### src/bhm_cfg.svh
// constants for the byte hardware multiplier
// assumes inclusion by bare name from package and modules
`ifndef BHM_CFG_SVH
`define BHM_CFG_SVH
`define BHM_OPND_W      8
`define BHM_PROD_W      16
`define BHM_PROD_HI_MSB 15
`define BHM_PROD_HI_LSB 8
`define BHM_PROD_LO_MSB 7
`define BHM_PROD_LO_LSB 0
`define BHM_PROD_RST    8'h00
`define BHM_FLAGS_RST   8'h00
`define BHM_FLAGS_W     8
`endif

### src/bhm_pkg.sv
// types for the byte hardware multiplier
// assumes bhm_cfg.svh is on the include path
`include "bhm_cfg.svh"
package bhm_pkg;
  typedef logic [`BHM_OPND_W-1:0] bhm_byte_t;
  typedef logic [`BHM_PROD_W-1:0] bhm_prod_t;
  typedef logic [`BHM_FLAGS_W-1:0] bhm_flags_t;
endpackage

### src/bhm_mul_core.sv
// combinational unsigned 8 x 8 array multiplier
// assumes operands are stable within the instruction cycle
`timescale 1ns/1ps
`include "bhm_cfg.svh"
module bhm_mul_core
  import bhm_pkg::*;
(
  input  wire bhm_pkg::bhm_byte_t mcand_in,
  input  wire bhm_pkg::bhm_byte_t mplier_in,
  output wire bhm_pkg::bhm_prod_t prod_out
);
  // ****************************************
  // partial products
  // ****************************************
  bhm_prod_t pp [`BHM_OPND_W];
  bhm_prod_t acc [`BHM_OPND_W+1];
  assign acc[0] = '0;
  genvar i;
  generate
    for (i = 0; i < `BHM_OPND_W; i = i + 1)
    begin : g_row
      assign pp[i]    = bhm_prod_t'({8'h00, mcand_in & {`BHM_OPND_W{mplier_in[i]}}} << i);
      assign acc[i+1] = acc[i] + pp[i];
    end
  endgenerate
  assign prod_out = acc[`BHM_OPND_W];
endmodule // bhm_mul_core

### src/bhm_multiplier.sv
// byte hardware multiplier inside the alu: product register pair
// assumes core execute logic drives strobes in the instruction cycle
// assumes operands and strobes come from logic on ref_clk_in
// assumes software writes and multiplies share one write-back slot
// assumes the alu owns the flags and only passes them through here
`timescale 1ns/1ps
`include "bhm_cfg.svh"
module bhm_multiplier
  import bhm_pkg::*;
(
  input  wire logic              ref_clk_in,
  input  wire logic              rst_n_in,
  input  wire bhm_pkg::bhm_byte_t working_register_in,
  input  wire bhm_pkg::bhm_byte_t mem_operand_in,
  input  wire logic              multiply_by_working_instr_in,
  input  wire logic              wr_prod_high_in,
  input  wire logic              wr_prod_low_in,
  input  wire bhm_pkg::bhm_byte_t wr_data_in,
  input  wire bhm_pkg::bhm_flags_t alu_status_in,
  output logic                   mul_busy_out,
  output bhm_pkg::bhm_byte_t     product_high_reg_out,
  output bhm_pkg::bhm_byte_t     product_low_reg_out,
  output bhm_pkg::bhm_flags_t    alu_status_reg_out
);
  import bhm_pkg::*;

  // ****************************************
  // operand view
  // ****************************************
  // same-clock core logic, so no synchroniser
  // no operand registers: trades timing slack for zero latency
  bhm_byte_t mcand;
  bhm_byte_t mplier;

  always_comb
  begin
    mcand  = working_register_in;
    mplier = mem_operand_in;
  end

  // ****************************************
  // multiplier array
  // ****************************************
  // purely combinational, must settle in one cycle
  bhm_prod_t product;
  bhm_byte_t mul_high;
  bhm_byte_t mul_low;

  bhm_mul_core u_core
  (
    .mcand_in  (mcand),
    .mplier_in (mplier),
    .prod_out  (product)
  );

  assign mul_high = product[`BHM_PROD_HI_MSB:`BHM_PROD_HI_LSB];
  assign mul_low  = product[`BHM_PROD_LO_MSB:`BHM_PROD_LO_LSB];

  // ****************************************
  // software write port
  // ****************************************
  bhm_byte_t wr_byte;
  logic      wr_any;

  always_comb
  begin
    wr_byte = wr_data_in;
    wr_any  = wr_prod_high_in | wr_prod_low_in;
  end

  // ****************************************
  // update select
  // ****************************************
  logic load_mul;
  logic load_high;
  logic load_low;

  // multiply wins: a same-cycle write would tear the pair
  always_comb
  begin
    load_mul  = multiply_by_working_instr_in;
    load_high = 1'b0;
    load_low  = 1'b0;
    if (multiply_by_working_instr_in)
    begin
      load_high = 1'b0;
      load_low  = 1'b0;
    end
    else if (wr_any)
    begin
      // one or both bytes by software
      load_high = wr_prod_high_in;
      load_low  = wr_prod_low_in;
    end
  end

  // ****************************************
  // next product values
  // ****************************************
  bhm_byte_t next_product_high;
  bhm_byte_t next_product_low;

  always_comb
  begin
    next_product_high = product_high_reg_out;
    if (load_mul)
    begin
      next_product_high = mul_high;
    end
    else if (load_high)
    begin
      next_product_high = wr_byte;
    end
  end

  always_comb
  begin
    next_product_low = product_low_reg_out;
    if (load_mul)
    begin
      next_product_low = mul_low;
    end
    else if (load_low)
    begin
      next_product_low = wr_byte;
    end
  end

  // ****************************************
  // product register pair
  // ****************************************
  // zero after reset, software must not rely on it
  // high byte, same edge as the low byte
  always_ff @(posedge ref_clk_in or negedge rst_n_in)
  begin
    if (!rst_n_in)
    begin
      product_high_reg_out <= `BHM_PROD_RST;
    end
    else
    begin
      product_high_reg_out <= next_product_high;
    end
  end

  always_ff @(posedge ref_clk_in or negedge rst_n_in)
  begin
    if (!rst_n_in)
    begin
      product_low_reg_out <= `BHM_PROD_RST;
    end
    else
    begin
      product_low_reg_out <= next_product_low;
    end
  end

  // ****************************************
  // status flags
  // ****************************************
  bhm_flags_t next_status;

  // multiply never touches the flags
  // no flag logic here; the alu owns them
  always_comb
  begin
    next_status = alu_status_in;
  end

  // one cycle of latency, like the product pair
  always_ff @(posedge ref_clk_in or negedge rst_n_in)
  begin
    if (!rst_n_in)
    begin
      alu_status_reg_out <= `BHM_FLAGS_RST;
    end
    else
    begin
      alu_status_reg_out <= next_status;
    end
  end

  // ****************************************
  // stall
  // ****************************************
  logic next_busy;

  // single cycle, so the core never waits
  always_comb
  begin
    next_busy = 1'b0;
  end

  // kept as a port so the core interface stays fixed
  always_ff @(posedge ref_clk_in or negedge rst_n_in)
  begin
    if (!rst_n_in)
    begin
      mul_busy_out <= 1'b0;
    end
    else
    begin
      mul_busy_out <= next_busy;
    end
  end
endmodule // bhm_multiplier

### config.mk
export PLATFORM = sky130hd
export DESIGN_NAME = bhm_multiplier
export DESIGN_NICKNAME = d
export VERILOG_FILES = /design/src/bhm_pkg.sv /design/src/bhm_mul_core.sv /design/src/bhm_multiplier.sv
export VERILOG_INCLUDE_DIRS = /design/src /design/src/src
export SDC_FILE = /design/constraint.sdc
export NUM_CORES = 1
export LEC_CHECK = 0
export ABC_CLOCK_PERIOD_IN_PS = 1950
export BUFFER_PORTS_ARGS = -buffer_cell sky130_fd_sc_hd__buf_2
export CORE_UTILIZATION = 40
export DETAILED_ROUTE_END_ITERATION = 7
export PLACE_DENSITY = 0.71
export RECOVER_POWER = 100
export SLEW_MARGIN = 20
export SYNTH_ARGS = -nofsm -noshare
export SYNTH_HDL_FRONTEND = slang
export SYNTH_SLANG_ARGS = --single-unit
### constraint.sdc
create_clock -name ref_clk_in -period 1.95 [get_ports ref_clk_in]
set_input_delay 0.0975 -clock ref_clk_in [delete_from_list [all_inputs] [get_ports ref_clk_in]]
set_output_delay 0.0975 -clock ref_clk_in [all_outputs]
set_load 0.02 [all_outputs]
# Word level (Yosys, flattened, before mapping)
# Index checks and enable logic that the tools add are counted.
# totals
register_bits	24
word_cells	29
input_bits	37
output_inout_bits	25
# op_classes
bitwise_logic	9
reduce_logical	2
n_mux	8
add_sub_neg	7
# ops
op	n
AND 8 bit	8
two-way mux 8 bit	4
adder 16 x 10 -> 16 bit	1
adder 16 x 11 -> 16 bit	1
adder 16 x 12 -> 16 bit	1
adder 16 x 13 -> 16 bit	1
adder 16 x 14 -> 16 bit	1
adder 16 x 15 -> 16 bit	1
adder 8 x 9 -> 10 bit	1
two-way mux 1 bit	4
nonzero test 2 bit	2
bitwise OR 1 bit	1

# Longest topological paths before layout
# Gate-level depths: netlist (run 1).
# depth
ltp_word	9
mapped_depth	22
mapped_depth_nobuf	22

# Hierarchy
# Synthesis (run 1) repeated with hierarchy kept, for this count alone.
# unflattened
hier_cells	311
area_unflattened_um2	2885.3
# by_module_without_submodules
mod	cells_each	area_per_inst_um2	n_inst	seq_area_each_um2
bhm_mul_core	232	1931.9	1	0.0
bhm_multiplier	79	953.4	1	600.6

# Worst setup path after synthesis (run 1)
# Ideal clock, no wire load.
# synth_timing
kind	input to register
start	input port mem_operand_in[0]
end	register product_high_reg_out[5]
path_slack_ps	-3276
n_path_buf	0
t_required_ps	1830
arrival_time_ps	5106
setup_time_ps	120
cell_stages	22
path_cell_list	and2_1 -> ha_1 -> fa_1 -> a21o_1 -> a21oi_1 -> o21bai_1 -> a21oi_1 -> xnor2_1 -> fa_1 -> inv_1 -> fa_1 -> inv_1 -> fa_1 -> inv_1 -> fa_1 -> inv_1 -> ha_1 -> a21o_1 -> nand4_1 -> a21oi_2 -> or3_1 -> a31o_1
# synth_via
elab_chain_len	9
# synth_lines
element	line_no	rtl
start: declaration	bhm_multiplier.sv:14	input wire bhm_pkg::bhm_byte_t mem_operand_in,
AND 8 bit	bhm_mul_core.sv:22	assign pp[i] = bhm_prod_t'({8'h00, mcand_in & {`BHM_OPND_W{mplier_in[i]}}} << i);
adder 8 x 9 -> 10 bit	bhm_mul_core.sv:23	assign acc[i+1] = acc[i] + pp[i];
adder 16 x 10 -> 16 bit	bhm_mul_core.sv:23	
adder 16 x 11 -> 16 bit	bhm_mul_core.sv:23	
adder 16 x 12 -> 16 bit	bhm_mul_core.sv:23	
adder 16 x 13 -> 16 bit	bhm_mul_core.sv:23	
adder 16 x 14 -> 16 bit	bhm_mul_core.sv:23	
adder 16 x 15 -> 16 bit	bhm_mul_core.sv:23	
two-way mux 8 bit	bhm_multiplier.sv:106	if (load_mul)
end signal: assignment	bhm_multiplier.sv:138	product_high_reg_out <= `BHM_PROD_RST;
end signal: assignment	bhm_multiplier.sv:142	product_high_reg_out <= next_product_high;
end: declaration	bhm_multiplier.sv:21	output bhm_pkg::bhm_byte_t product_high_reg_out,
# Every way passes these cells.
# A chain may end at the register's enable or synchronous reset.

# Worst setup path after layout (run 1)
# layout_timing
start	input port working_register_in[0]
end	register product_high_reg_out[6]
# layout_via
elab_chain_len	9
word_cells_on_any_way	16
classes_between	7 x add/sub; 1 x mux; 8 x bitwise
# layout_lines
element	line_no	rtl
start: declaration	bhm_multiplier.sv:13	input wire bhm_pkg::bhm_byte_t working_register_in,
AND 8 bit	bhm_mul_core.sv:22	
adder 8 x 9 -> 10 bit	bhm_mul_core.sv:23	
adder 16 x 10 -> 16 bit	bhm_mul_core.sv:23	
adder 16 x 11 -> 16 bit	bhm_mul_core.sv:23	
adder 16 x 12 -> 16 bit	bhm_mul_core.sv:23	
adder 16 x 13 -> 16 bit	bhm_mul_core.sv:23	
adder 16 x 14 -> 16 bit	bhm_mul_core.sv:23	
adder 16 x 15 -> 16 bit (*)	bhm_mul_core.sv:23	
two-way mux 8 bit (*)	bhm_multiplier.sv:106	
# Mark *: on every way between the ends. The rest lies on a longest branch, timed or not.

==> metrics.md, run 1 <==
| Metric | Value |
|---|---|
| Status | complete, but fails checks |
| Violated checks | setup timing |
| Clock Skew | 0 ns |
| Final period util | 241% |
| Setup crit start kind | primary input |
| Highest routed metal layer | met4 |
| RR Startpoint | product_high_reg_out[6] |
| Die Width | 88.4 microns |
| Number of I/O port buffers | 60 |
| Drt via density | 4.85 |
| Post-synthesis xor/xnor area fraction | 2.93% |
| Die height | 88.4 microns |
| Syn Area/Cell | 9.10 sq um |
| Filler cell count | 637 |
| Worst hold slack | 0.129 ns |
| Worst-path fanout max | 3 |
| Simple-Gate Fraction of Synth Area | 16.6% |
| Power Density | 896 nW/um^2 |
| Gr usage total | 18.5% |
| Rel. slew slack | 16.7% |
| Overall power | 3.72 mW |
| Crit-path slowest cell | fa_1 |
| Clock slew at reported path FFs | 0.08 ns |
| Diode count | 0 |
| ANT nets after route | 0 |
| Hold Fails Final Rpt | 0 |
| CP bufs+invs | 5 |
| WL/cell | 12.6 microns |
| Pin count of the biggest net entering global routing | 25 |
| CTS root buf | clkbuf_8 |
| Initial DRC Count | 82 |
| Vias in the first global route | 2,633 |
| VDD IR max | 0.000475 V |
| Distinct cells, synth | 35 |
| GPL Wtd Cong | 0.859 |
| Yosys reg bits | 24 |
| Fin util | 57.5% |
| Largest family of logic cells by synthesized area | adder cells |
| Netlist Area Pre-Place | 2990 sq um |
| Most frequent cells in the layout | inv_1, buf_4, nand2_1, fa_1, buf_2 |
| TritonRoute pass-1 iters | 4 |
| DR vias | 2,657 |
| Critical Path RT | 2.13 ns |
| Hpwl dp | 5.73 mm |
| CTS Buf Count | 3 |
| Synth Area in Adders | 37.0% |
| Worst Setup End Kind | register |
| Clock sinks | 24 |
| Post-layout nets | 556 |
| Ratio of cells with drive above 1 in the final layout | 29.2% |
| R2r setup slk | 0.88 ns |
| Final Critical Period | 4.69 ns |
| Cells after Synth | 328 |
| # DRC | 0 |
| Final worst slack | -2.74 ns |
| Initial core utilization | 41.4% |
| P&R area growth vs syn | 39.1% |
| RSZ-0062 raised after global routing | true |
| Post-Route WL | 6.92 mm |
| Row count | 31 |
| Setup Viol. Count Final | 12 |
| Crit path arrival time | 4.87 ns |
| Met3 Wirelength | 151 microns |
| Pleak | 2.17 nW |
| Initial antenna violation count | 0 |
| Max-slew violations | 0 |
| F_max | 0.213 GHz |
| CP peak stage delay | 0.50 ns |
| Synth Area in Compound Gates | 10.6% |
| Core area | 7210 sq um |
| Worst setup path start | working_register_in[0] |
| DR WL met2 | 3.74 mm |
| Ports | 62 |
| Mux cell area share after synthesis | 4.74% |
| Clk Latency, worst-skew pair | 0.26 ns |
| Post-synth EDFFs | 0 |
| Class of the worst hold path | primary input to register |
| Grt total ovfl | 0 |
| M1 WL | 2.93 mm |
| Critical path, cell by cell | buf_6 -> and2_4 -> ha_4 -> fa_2 -> a21o_1 -> a21oi_2 -> o21bai_1 -> a21oi_1 -> xnor2_1 -> fa_1 -> inv_2 -> fa_1 -> inv_1 -> fa_1 -> inv_1 -> fa_1 -> buf_4 -> fa_2 -> nand2b_4 -> a21oi_4 -> o32ai_2 -> xor2_1 -> a21oi_1 |
| CP most frequent cell | fa_1 |
| Max-capacitance violation count | 0 |
| Syn_nets | 433 |
| Crit path kind | primary input to register |
| First-pass GRT wire length | 11.4 mm |
| Crit path max-delay family | adder cells |
| H-tree Lvls | 1 |
| Clk buf depth | 2 |
| Post-synthesis sequential area ratio | 20.1% |
| CTS tree | done |
| Ys Warns | 0 |
| Hold path start | wr_data_in[2] |
| Top_reg_cell synth | dfrtp_1 |
| Slew @ Worst Pin | 1.25 ns |
| Full die area | 7810 sq um |
| Share of flip-flops with an asynchronous set or reset | 100% |
[logic make-up (layout without fill, tap and decap cells)]
group,count (synthesis),count (layout)
xor+xnor,10,10
mux,14,14
compound gates,51,51
fa+ha+maj,68,68
simple gates,99,99
other cells,1,1
flops,24,24
buf+inv,61,182
[synthesized netlist by cell type, drive strengths merged, types with 5 or more instances]
library cell,count,area share (%)
a211oi,5,1.3
a21o,6,1.5
a21oi,13,2.4
and2,34,7.1
clkbuf,5,0.63
dfrtp,24,20
fa,34,23
ha,34,14
inv,54,6.8
mux2i,13,4.4
nand2,42,5.3
nor2,7,0.88
nor2b,6,1.3
o21ai,17,2.8
xnor2,7,2.1
[tightest hold or removal path, cell delays in order]
cell     delay (ns)
buf_2          0.09
mux2i_1        0.06
o21ai_1        0.10
[per-stage QoR]
| step | instance area (sq um) | setup slack [ns] | setup TNS, ns | std cells |
|---|---|---|---|---|
| detailed placement | 3850 | -3.13 | -31.25 | 528 |
| finish | 4150 | -2.74 | -26.49 | 548 |
| global route | 4150 | -2.92 | -28.50 | 548 |
| CTS | 4140 | -2.75 | -26.59 | 545 |
| global placement | 3850 | -3.05 | -30.48 | 528 |
| floorplan | 3100 | -2.85 | -26.22 | 328 |
[timing repair]
item	CTS	global route
pin swaps	32	12
hold buffers	9	0
endpoints found under the hold margin	32	0
setup endpoints to repair	13	13
gates resized for setup	25	8
setup buffers	6	3
[final timing paths]
kind / to / cells past startpoint
setup / recovery: product_high_reg_out[6] / 23
hold / removal: product_high_reg_out[2] / 3
setup reg to reg: product_high_reg_out[6] / 3
hold reg to reg: product_high_reg_out[2] / 2
max in group asynchronous: alu_status_reg_out[6] / 2
min in group asynchronous: product_high_reg_out[2] / 2
[report_power, final]
part	internal [mW]	switching, mW
combinational	1.33	1.42
clock	0.138	0.141
sequential	0.626	0.0677
[registers in the layout, indices dropped and copies added, names as in the netlist]
name / flops
product_low_reg_out: 8
product_high_reg_out: 8
alu_status_reg_out: 8
[layout make-up]
class / instances / area (sq um) / area share [%]
clock buffers: 3 / 41.3 / 0.995
multi-input cells: 243 / 2360 / 56.8
flip-flops and latches: 24 / 601 / 14.5
well taps: 99 / 124 / 2.98
inverters: 54 / 203 / 4.88
repair buffers: 125 / 827 / 19.9
[metal layers]
metal,global-route usage [%],up-vias
met5,0,-
met2,33.8,42
li1,-,1302
met1,23.3,1301
met3,2.43,12
met4,4.25,0
(Power assumes the default switching activity.)
==> run 2: changes to the inputs <==
--- a/config.mk
+++ b/config.mk
@@ -12,6 +12,7 @@
 export DETAILED_ROUTE_END_ITERATION = 7
 export PLACE_DENSITY = 0.71
 export RECOVER_POWER = 100
+export SKIP_LAST_GASP = 1
 export SLEW_MARGIN = 20
 export SYNTH_ARGS = -nofsm -noshare
 export SYNTH_HDL_FRONTEND = slang
==> metrics.md, run 2 (synthesized netlist as in run 1, its figures left out) <==
| Metric | Value |
|---|---|
| Status | complete, but fails checks |
| Violated checks | setup timing |
| Row count | 31 (unchanged) |
| Final worst slack | -2.81 ns (-0.0681 ns) |
| Final Critical Period | 4.76 ns (+0.0681 ns) |
| Cells after DPL | 528 (unchanged) |
| Diode count | 0 (unchanged) |
| Setup crit start kind | primary input |
| Overall power | 3.73 mW (+0.39%) |
| Initial DRC Count | 86 (+4.9%) |
| Clock slew at reported path FFs | 0.08 ns (about the same) |
| Dpl ws | -3.13 ns (unchanged) |
| CTS root buf | clkbuf_8 |
| Slew @ Worst Pin | 1.26 ns (+0.00611 ns) |
| Post-layout nets | 554 (-0.36%) |
| Initial antenna violation count | 0 (unchanged) |
| H-tree Lvls | 1 (unchanged) |
| Class of the worst hold path | primary input to register |
| Rel. slew slack | 16.3% (-0.41 points) |
| Number of I/O port buffers | 60 (unchanged) |
| RSZ-0062 raised after global routing | true |
| Clock sinks | 24 (unchanged) |
| VDD IR max | 0.000474 V (about the same) |
| Post-route insts no fill | 546 (-0.36%) |
| Gr usage total | 18.5% (-0.044 points) |
| CTS Buf Count | 3 (unchanged) |
| Fin util | 58.2% (+0.61 points) |
| Placed inst area | 3850 sq um (unchanged) |
| Core area | 7210 sq um (unchanged) |
| Largest registers | alu_status_reg_out (8), product_high_reg_out (8), product_low_reg_out (8) |
| Most common cell after layout, fill and taps aside | buf_4 |
| Post-Route WL | 7.04 mm (+1.7%) |
| GPL Wtd Cong | 0.859 (unchanged) |
| Full die area | 7810 sq um (unchanged) |
| Die height | 88.4 microns (unchanged) |
| Vias in the first global route | 2,628 (-0.19%) |
| Setup Viol. Count Final | 12 (unchanged) |
| Max-slew violations | 0 (unchanged) |
| Power Density | 890 nW/um^2 (-0.66%) |
| Worst-path fanout max | 3 (unchanged) |
| P&R area growth vs syn | 40.5% |
| Pin count of the biggest net entering global routing | 25 (unchanged) |
| Ratio of cells with drive above 1 in the final layout | 31.8% (+2.6 points) |
| First-pass GRT wire length | 11.3 mm (-0.18%) |
| Clk buf depth | 2 (unchanged) |
| F_max | 0.210 GHz (-1.4%) |
| Crit path arrival time | 4.91 ns (+0.04 ns) |
| Drt via density | 4.88 (+0.74%) |
| Most frequent cells in the layout | buf_4, inv_1, nand2_1, buf_2, fa_1 |
| Grt total ovfl | 0 (unchanged) |
| TritonRoute pass-1 iters | 4 (unchanged) |
| Hold Fails Final Rpt | 0 (unchanged) |
| Hpwl dp | 5.73 mm (unchanged) |
| Crit path kind | primary input to register |
| DR vias | 2,667 (+0.38%) |
| Worst Setup End Kind | register |
| Critical Path RT | 2.10 ns (-0.03 ns) |
| Pleak | 2.16 nW (-0.50%) |
| # DRC | 0 (unchanged) |
| Clk Latency, worst-skew pair | 0.26 ns (about the same) |
| WL/cell | 12.9 microns (+2.1%) |
| Ports | 62 (unchanged) |
| Max-capacitance violation count | 0 (unchanged) |
| ANT nets after route | 0 (unchanged) |
| Cell area after layout | 4200 sq um (+1.1%) |
| Initial core utilization | 41.4% (unchanged) |
| Clock Skew | 0 ns (unchanged) |
| Die Width | 88.4 microns (unchanged) |
| CTS tree | done |
| Final period util | 244% (+3.5 points) |
==> run 2: cell count changes in the layout (fill, tap and decap cells not counted), moves of 4 or more <==
cell,previous run,this run
inv_2,4,9
ha_1,29,25
ha_4,5,9
inv_1,50,45
==> run 2: repair_timing <==
item / in CTS / in global routing
hold buffers: 9 / 0
buffers inserted: 6 / 2
pin swaps: 32 / 25
setup endpoints to repair: 13 / 13
hold endpoints to repair: 32 / 0
gates resized for setup: 22 / 22
==> run 2: critical path, cell delays in order <==
cell	delay (ns)
buf_6	0.09
and2_4	0.15
ha_4	0.16
fa_2	0.35
a21o_1	0.17
a21oi_2	0.16
buf_4	0.14
o21ai_2	0.05
nor3b_4	0.17
fa_1	0.55
inv_2	0.04
fa_1	0.54
inv_2	0.04
fa_1	0.47
inv_1	0.05
fa_1	0.49
inv_2	0.05
ha_4	0.24
a21o_1	0.16
a21oi_2	0.15
a21oi_2	0.07
or3_1	0.32
a31o_1	0.21
==> run 2: layer usage <==
layer  part of all wire [%]  GRT usage [%]  wire [microns]
met4                    1.3           4.25              94
met2                     54           33.6            3820
met3                    2.4           2.43             169
met1                     42           23.3            2960
met5                      0              0               0
==> run 2: area by class of cell <==
class / instances / area [sq um]
Fill cell: 637 / 3020
Multi-Input combinational cell: 243 / 2420
Timing Repair Buffer: 123 / 808
Sequential cell: 24 / 601
Inverter: 54 / 203
Tap cell: 99 / 124
Clock buffer: 3 / 41.3
==> run 2: power breakdown <==
| group | switching [mW] | leakage (nW) | internal (mW) |
|---|---|---|---|
| registers | 0.0697 | 0.285 | 0.626 |
| logic | 1.44 | 1.85 | 1.32 |
| clock network | 0.140 | 0.0216 | 0.138 |
| total | 1.65 | 2.16 | 2.09 |
==> run 2: final timing paths <==
path / depth (start not counted) / end / slack, ns / start
setup / recovery: 23 / product_high_reg_out[5] / -2.81 / working_register_in[0]
hold / removal: 3 / product_high_reg_out[2] / 0.13 / wr_data_in[2]
setup reg to reg: 3 / product_high_reg_out[6] / 0.87 / product_high_reg_out[6]
hold reg to reg: 2 / product_high_reg_out[2] / 0.56 / product_high_reg_out[2]
max in group asynchronous: 2 / product_high_reg_out[5] / 0.58 / rst_n_in
min in group asynchronous: 2 / product_high_reg_out[2] / 0.63 / rst_n_in
==> run 2: stage by stage <==
stage,TNS (ns),hold WS [ns]
2_1_floorplan,-26.22,-0.198
3_3_place_gp,-30.48,0.0977
3_5_place_dp,-31.25,0.106
4_1_cts,-26.61,0.133
5_1_grt,-28.36,0.157
6_report,-26.61,0.130
==> run 3: changes to the inputs <==
--- a/config.mk
+++ b/config.mk
@@ -8,9 +8,11 @@
 export LEC_CHECK = 0
 export ABC_CLOCK_PERIOD_IN_PS = 1950
 export BUFFER_PORTS_ARGS = -buffer_cell sky130_fd_sc_hd__buf_2
-export CORE_UTILIZATION = 40
+export CELL_PAD_IN_SITES_DETAIL_PLACEMENT = 1
+export CELL_PAD_IN_SITES_GLOBAL_PLACEMENT = 2
+export CORE_UTILIZATION = 36
 export DETAILED_ROUTE_END_ITERATION = 7
-export PLACE_DENSITY = 0.71
+export PLACE_DENSITY = 0.95
 export RECOVER_POWER = 100
 export SKIP_LAST_GASP = 1
 export SLEW_MARGIN = 20
==> metrics.md, run 3 (synthesized netlist as in run 1, its figures left out) <==
| Metric | Value |
|---|---|
| First-pass GRT wire length | 15.7 mm (+38%) |
| # DRC | 0 (unchanged) |
| Die Width | 93.1 microns (+5.3%) |
| VDD IR max | 0.000445 V (-6.2%) |
| Final period util | 256% (+11 points) |
| Number of I/O port buffers | 60 (unchanged) |
| Slew @ Worst Pin | 1.35 ns (+0.0926 ns) |
| Flop pwr share | 15.7% (-2.9 points) |
| Cell area after layout | 4340 sq um (+3.5%) |
| Pin count of the biggest net entering global routing | 34 (+36%) |
| DR vias | 2,874 (+7.8%) |
| Sw frac | 47.1% (+3.0 points) |
| H-tree Lvls | 1 (unchanged) |
| Hpwl dp | 7.06 mm (+23%) |
| Crit path arrival time | 5.15 ns (+0.24 ns) |
| TritonRoute pass-1 iters | 4 (unchanged) |
| Setup crit start kind | primary input |
| Hold Fails Final Rpt | 0 (unchanged) |
| Status | complete, but fails checks |
| Initial core utilization | 37.8% (-3.5 points) |
| Ratio of cells with drive above 1 in the final layout | 35.7% (+3.9 points) |
| Clk Latency, worst-skew pair | 0.27 ns (about the same) |
| ANT nets after route | 0 (unchanged) |
| P&R area growth vs syn | 45.4% |
| Full die area | 8660 sq um (+11%) |
| Sw power | 2.08 mW (+26%) |
| CTS Buf Count | 3 (unchanged) |
| Gr usage total | 23.4% (+5.0 points) |
| Initial antenna violation count | 1 (+1) |
| Row count | 32 (+3.2%) |
| Die height | 93.1 microns (+5.3%) |
| Max-slew violations | 0 (unchanged) |
| Setup Viol. Count Final | 12 (unchanged) |
| F_max | 0.201 GHz (-4.5%) |
| Grt total ovfl | 0 (unchanged) |
| WL/cell | 19.3 microns (+49%) |
| Clock sinks | 24 (unchanged) |
| Combinational power share | 76.4% (+2.5 points) |
| Most common cell after layout, fill and taps aside | buf_4 |
| Initial DRC Count | 96 (+12%) |
| Placed inst area | 3850 sq um (about the same) |
| Worst hold slack | 0.144 ns (+0.0133 ns) |
| Violated checks | setup timing |
| Max-capacitance violation count | 0 (unchanged) |
| Final Critical Period | 4.98 ns (+0.223 ns) |
| Class of the worst hold path | primary input to register |
| Vias in the first global route | 3,234 (+23%) |
| Share of total power in the clock network | 7.9% (+0.5 points) |
| R2r setup slk | 0.81 ns (-0.06 ns) |
| Final worst slack | -3.03 ns (-0.223 ns) |
| CTS tree | done |
| Most frequent cells in the layout | buf_4, inv_1, nand2_1, fa_1, buf_2 |
| Pleak | 2.22 nW (+2.9%) |
| Largest registers | alu_status_reg_out (8), product_high_reg_out (8), product_low_reg_out (8) |
| Clock Skew | 0 ns (unchanged) |
| CTS root buf | clkbuf_8 |
| Clock slew at reported path FFs | 0.09 ns (about the same) |
| Post-layout nets | 560 (+1.1%) |
| Pint | 2.33 mW (+12%) |
| Core area | 7890 sq um (+9.3%) |
| GPL Wtd Cong | 0.767 (-11%) |
| Ports | 62 (unchanged) |
| Clk buf depth | 2 (unchanged) |
| Power Density | 1010 nW/um^2 (+14%) |
| Drt via density | 5.16 (+5.6%) |
| Critical Path RT | 2.11 ns (about the same) |
| Post-Route WL | 10.7 mm (+52%) |
| Crit path kind | primary input to register |
| Overall power | 4.41 mW (+18%) |
| Worst-path fanout max | 3 (unchanged) |
| Sum of negative setup slack | -29.14 ns (-2.53 ns) |
| Fin util | 55.0% (-3.1 points) |
| Worst Setup End Kind | register |
| RSZ-0062 raised after global routing | true |
| Rel. slew slack | 10.2% (-6.2 points) |
run 3: final cells by class:
| class | instances | area, sq um |
|---|---|---|
| Timing Repair Buffer | 129 | 852 |
| Fill cell | 927 | 3550 |
| Sequential cell | 24 | 601 |
| Clock buffer | 4 | 55.1 |
| Antenna cell | 1 | 2.50 |
| Tap cell | 102 | 128 |
| Inverter | 54 | 203 |
| Multi-Input combinational cell | 243 | 2500 |
run 3: power groups by stage:
stage	Combinational [mW]	Clock [mW]	Sequential, mW
floorplan	1.54	0	0.851
CTS	2.97	0.346	0.682
finish	3.37	0.347	0.693
global placement	2.46	0	0.686
detailed placement	2.62	0	0.693
global route	3.63	0.362	0.707
run 3: critical path, stage by stage:
cell and delay, ns:
buf_6 0.10, and2_4 0.15, ha_4 0.16, fa_2 0.37, a21o_1 0.22, a21oi_4 0.16, o21bai_1 0.10, a21oi_2 0.22
xnor2_2 0.10, fa_1 0.50, inv_2 0.04, fa_1 0.51, inv_2 0.04, fa_1 0.51, inv_2 0.05, fa_1 0.50
inv_1 0.05, ha_1 0.27, a21o_1 0.21, nand4_1 0.15, a21oi_2 0.08, or3_1 0.32, a31o_1 0.23
run 3: per-stage QoR:
stage | setup slack (ns) | instances
finish | -3.03 | 557
global route | -3.20 | 557
detailed placement | -3.29 | 531
global placement | -3.08 | 531
floorplan | -2.85 | 328
CTS | -2.91 | 550
run 3: final timing paths:
check / startpoint / end / cells after the start
max: working_register_in[0] / product_high_reg_out[5] / 23
min: wr_data_in[0] / product_high_reg_out[0] / 3
max reg2reg: product_high_reg_out[4] / product_high_reg_out[4] / 3
min reg2reg: product_low_reg_out[5] / product_low_reg_out[5] / 2
max in group asynchronous: rst_n_in / product_high_reg_out[1] / 2
min in group asynchronous: rst_n_in / alu_status_reg_out[4] / 2
run 3: repair_timing:
action | in CTS | in global routing
pin swaps | 34 | 28
hold buffers | 9 | 0
endpoints found under the hold margin | 32 | 0
buffers inserted | 7 | 6
gates resized for setup | 37 | 27
endpoints found under the setup margin | 13 | 13
run 3: per-layer routing:
metal | vias to the layer above | wire length [microns] | GRT usage, %
li1 | 1302 | - | -
met1 | 1493 | 4190 | 26.7
met2 | 57 | 6040 | 45.6
met3 | 22 | 264 | 2.76
met4 | 0 | 223 | 6.15
met5 | - | 0 | 0
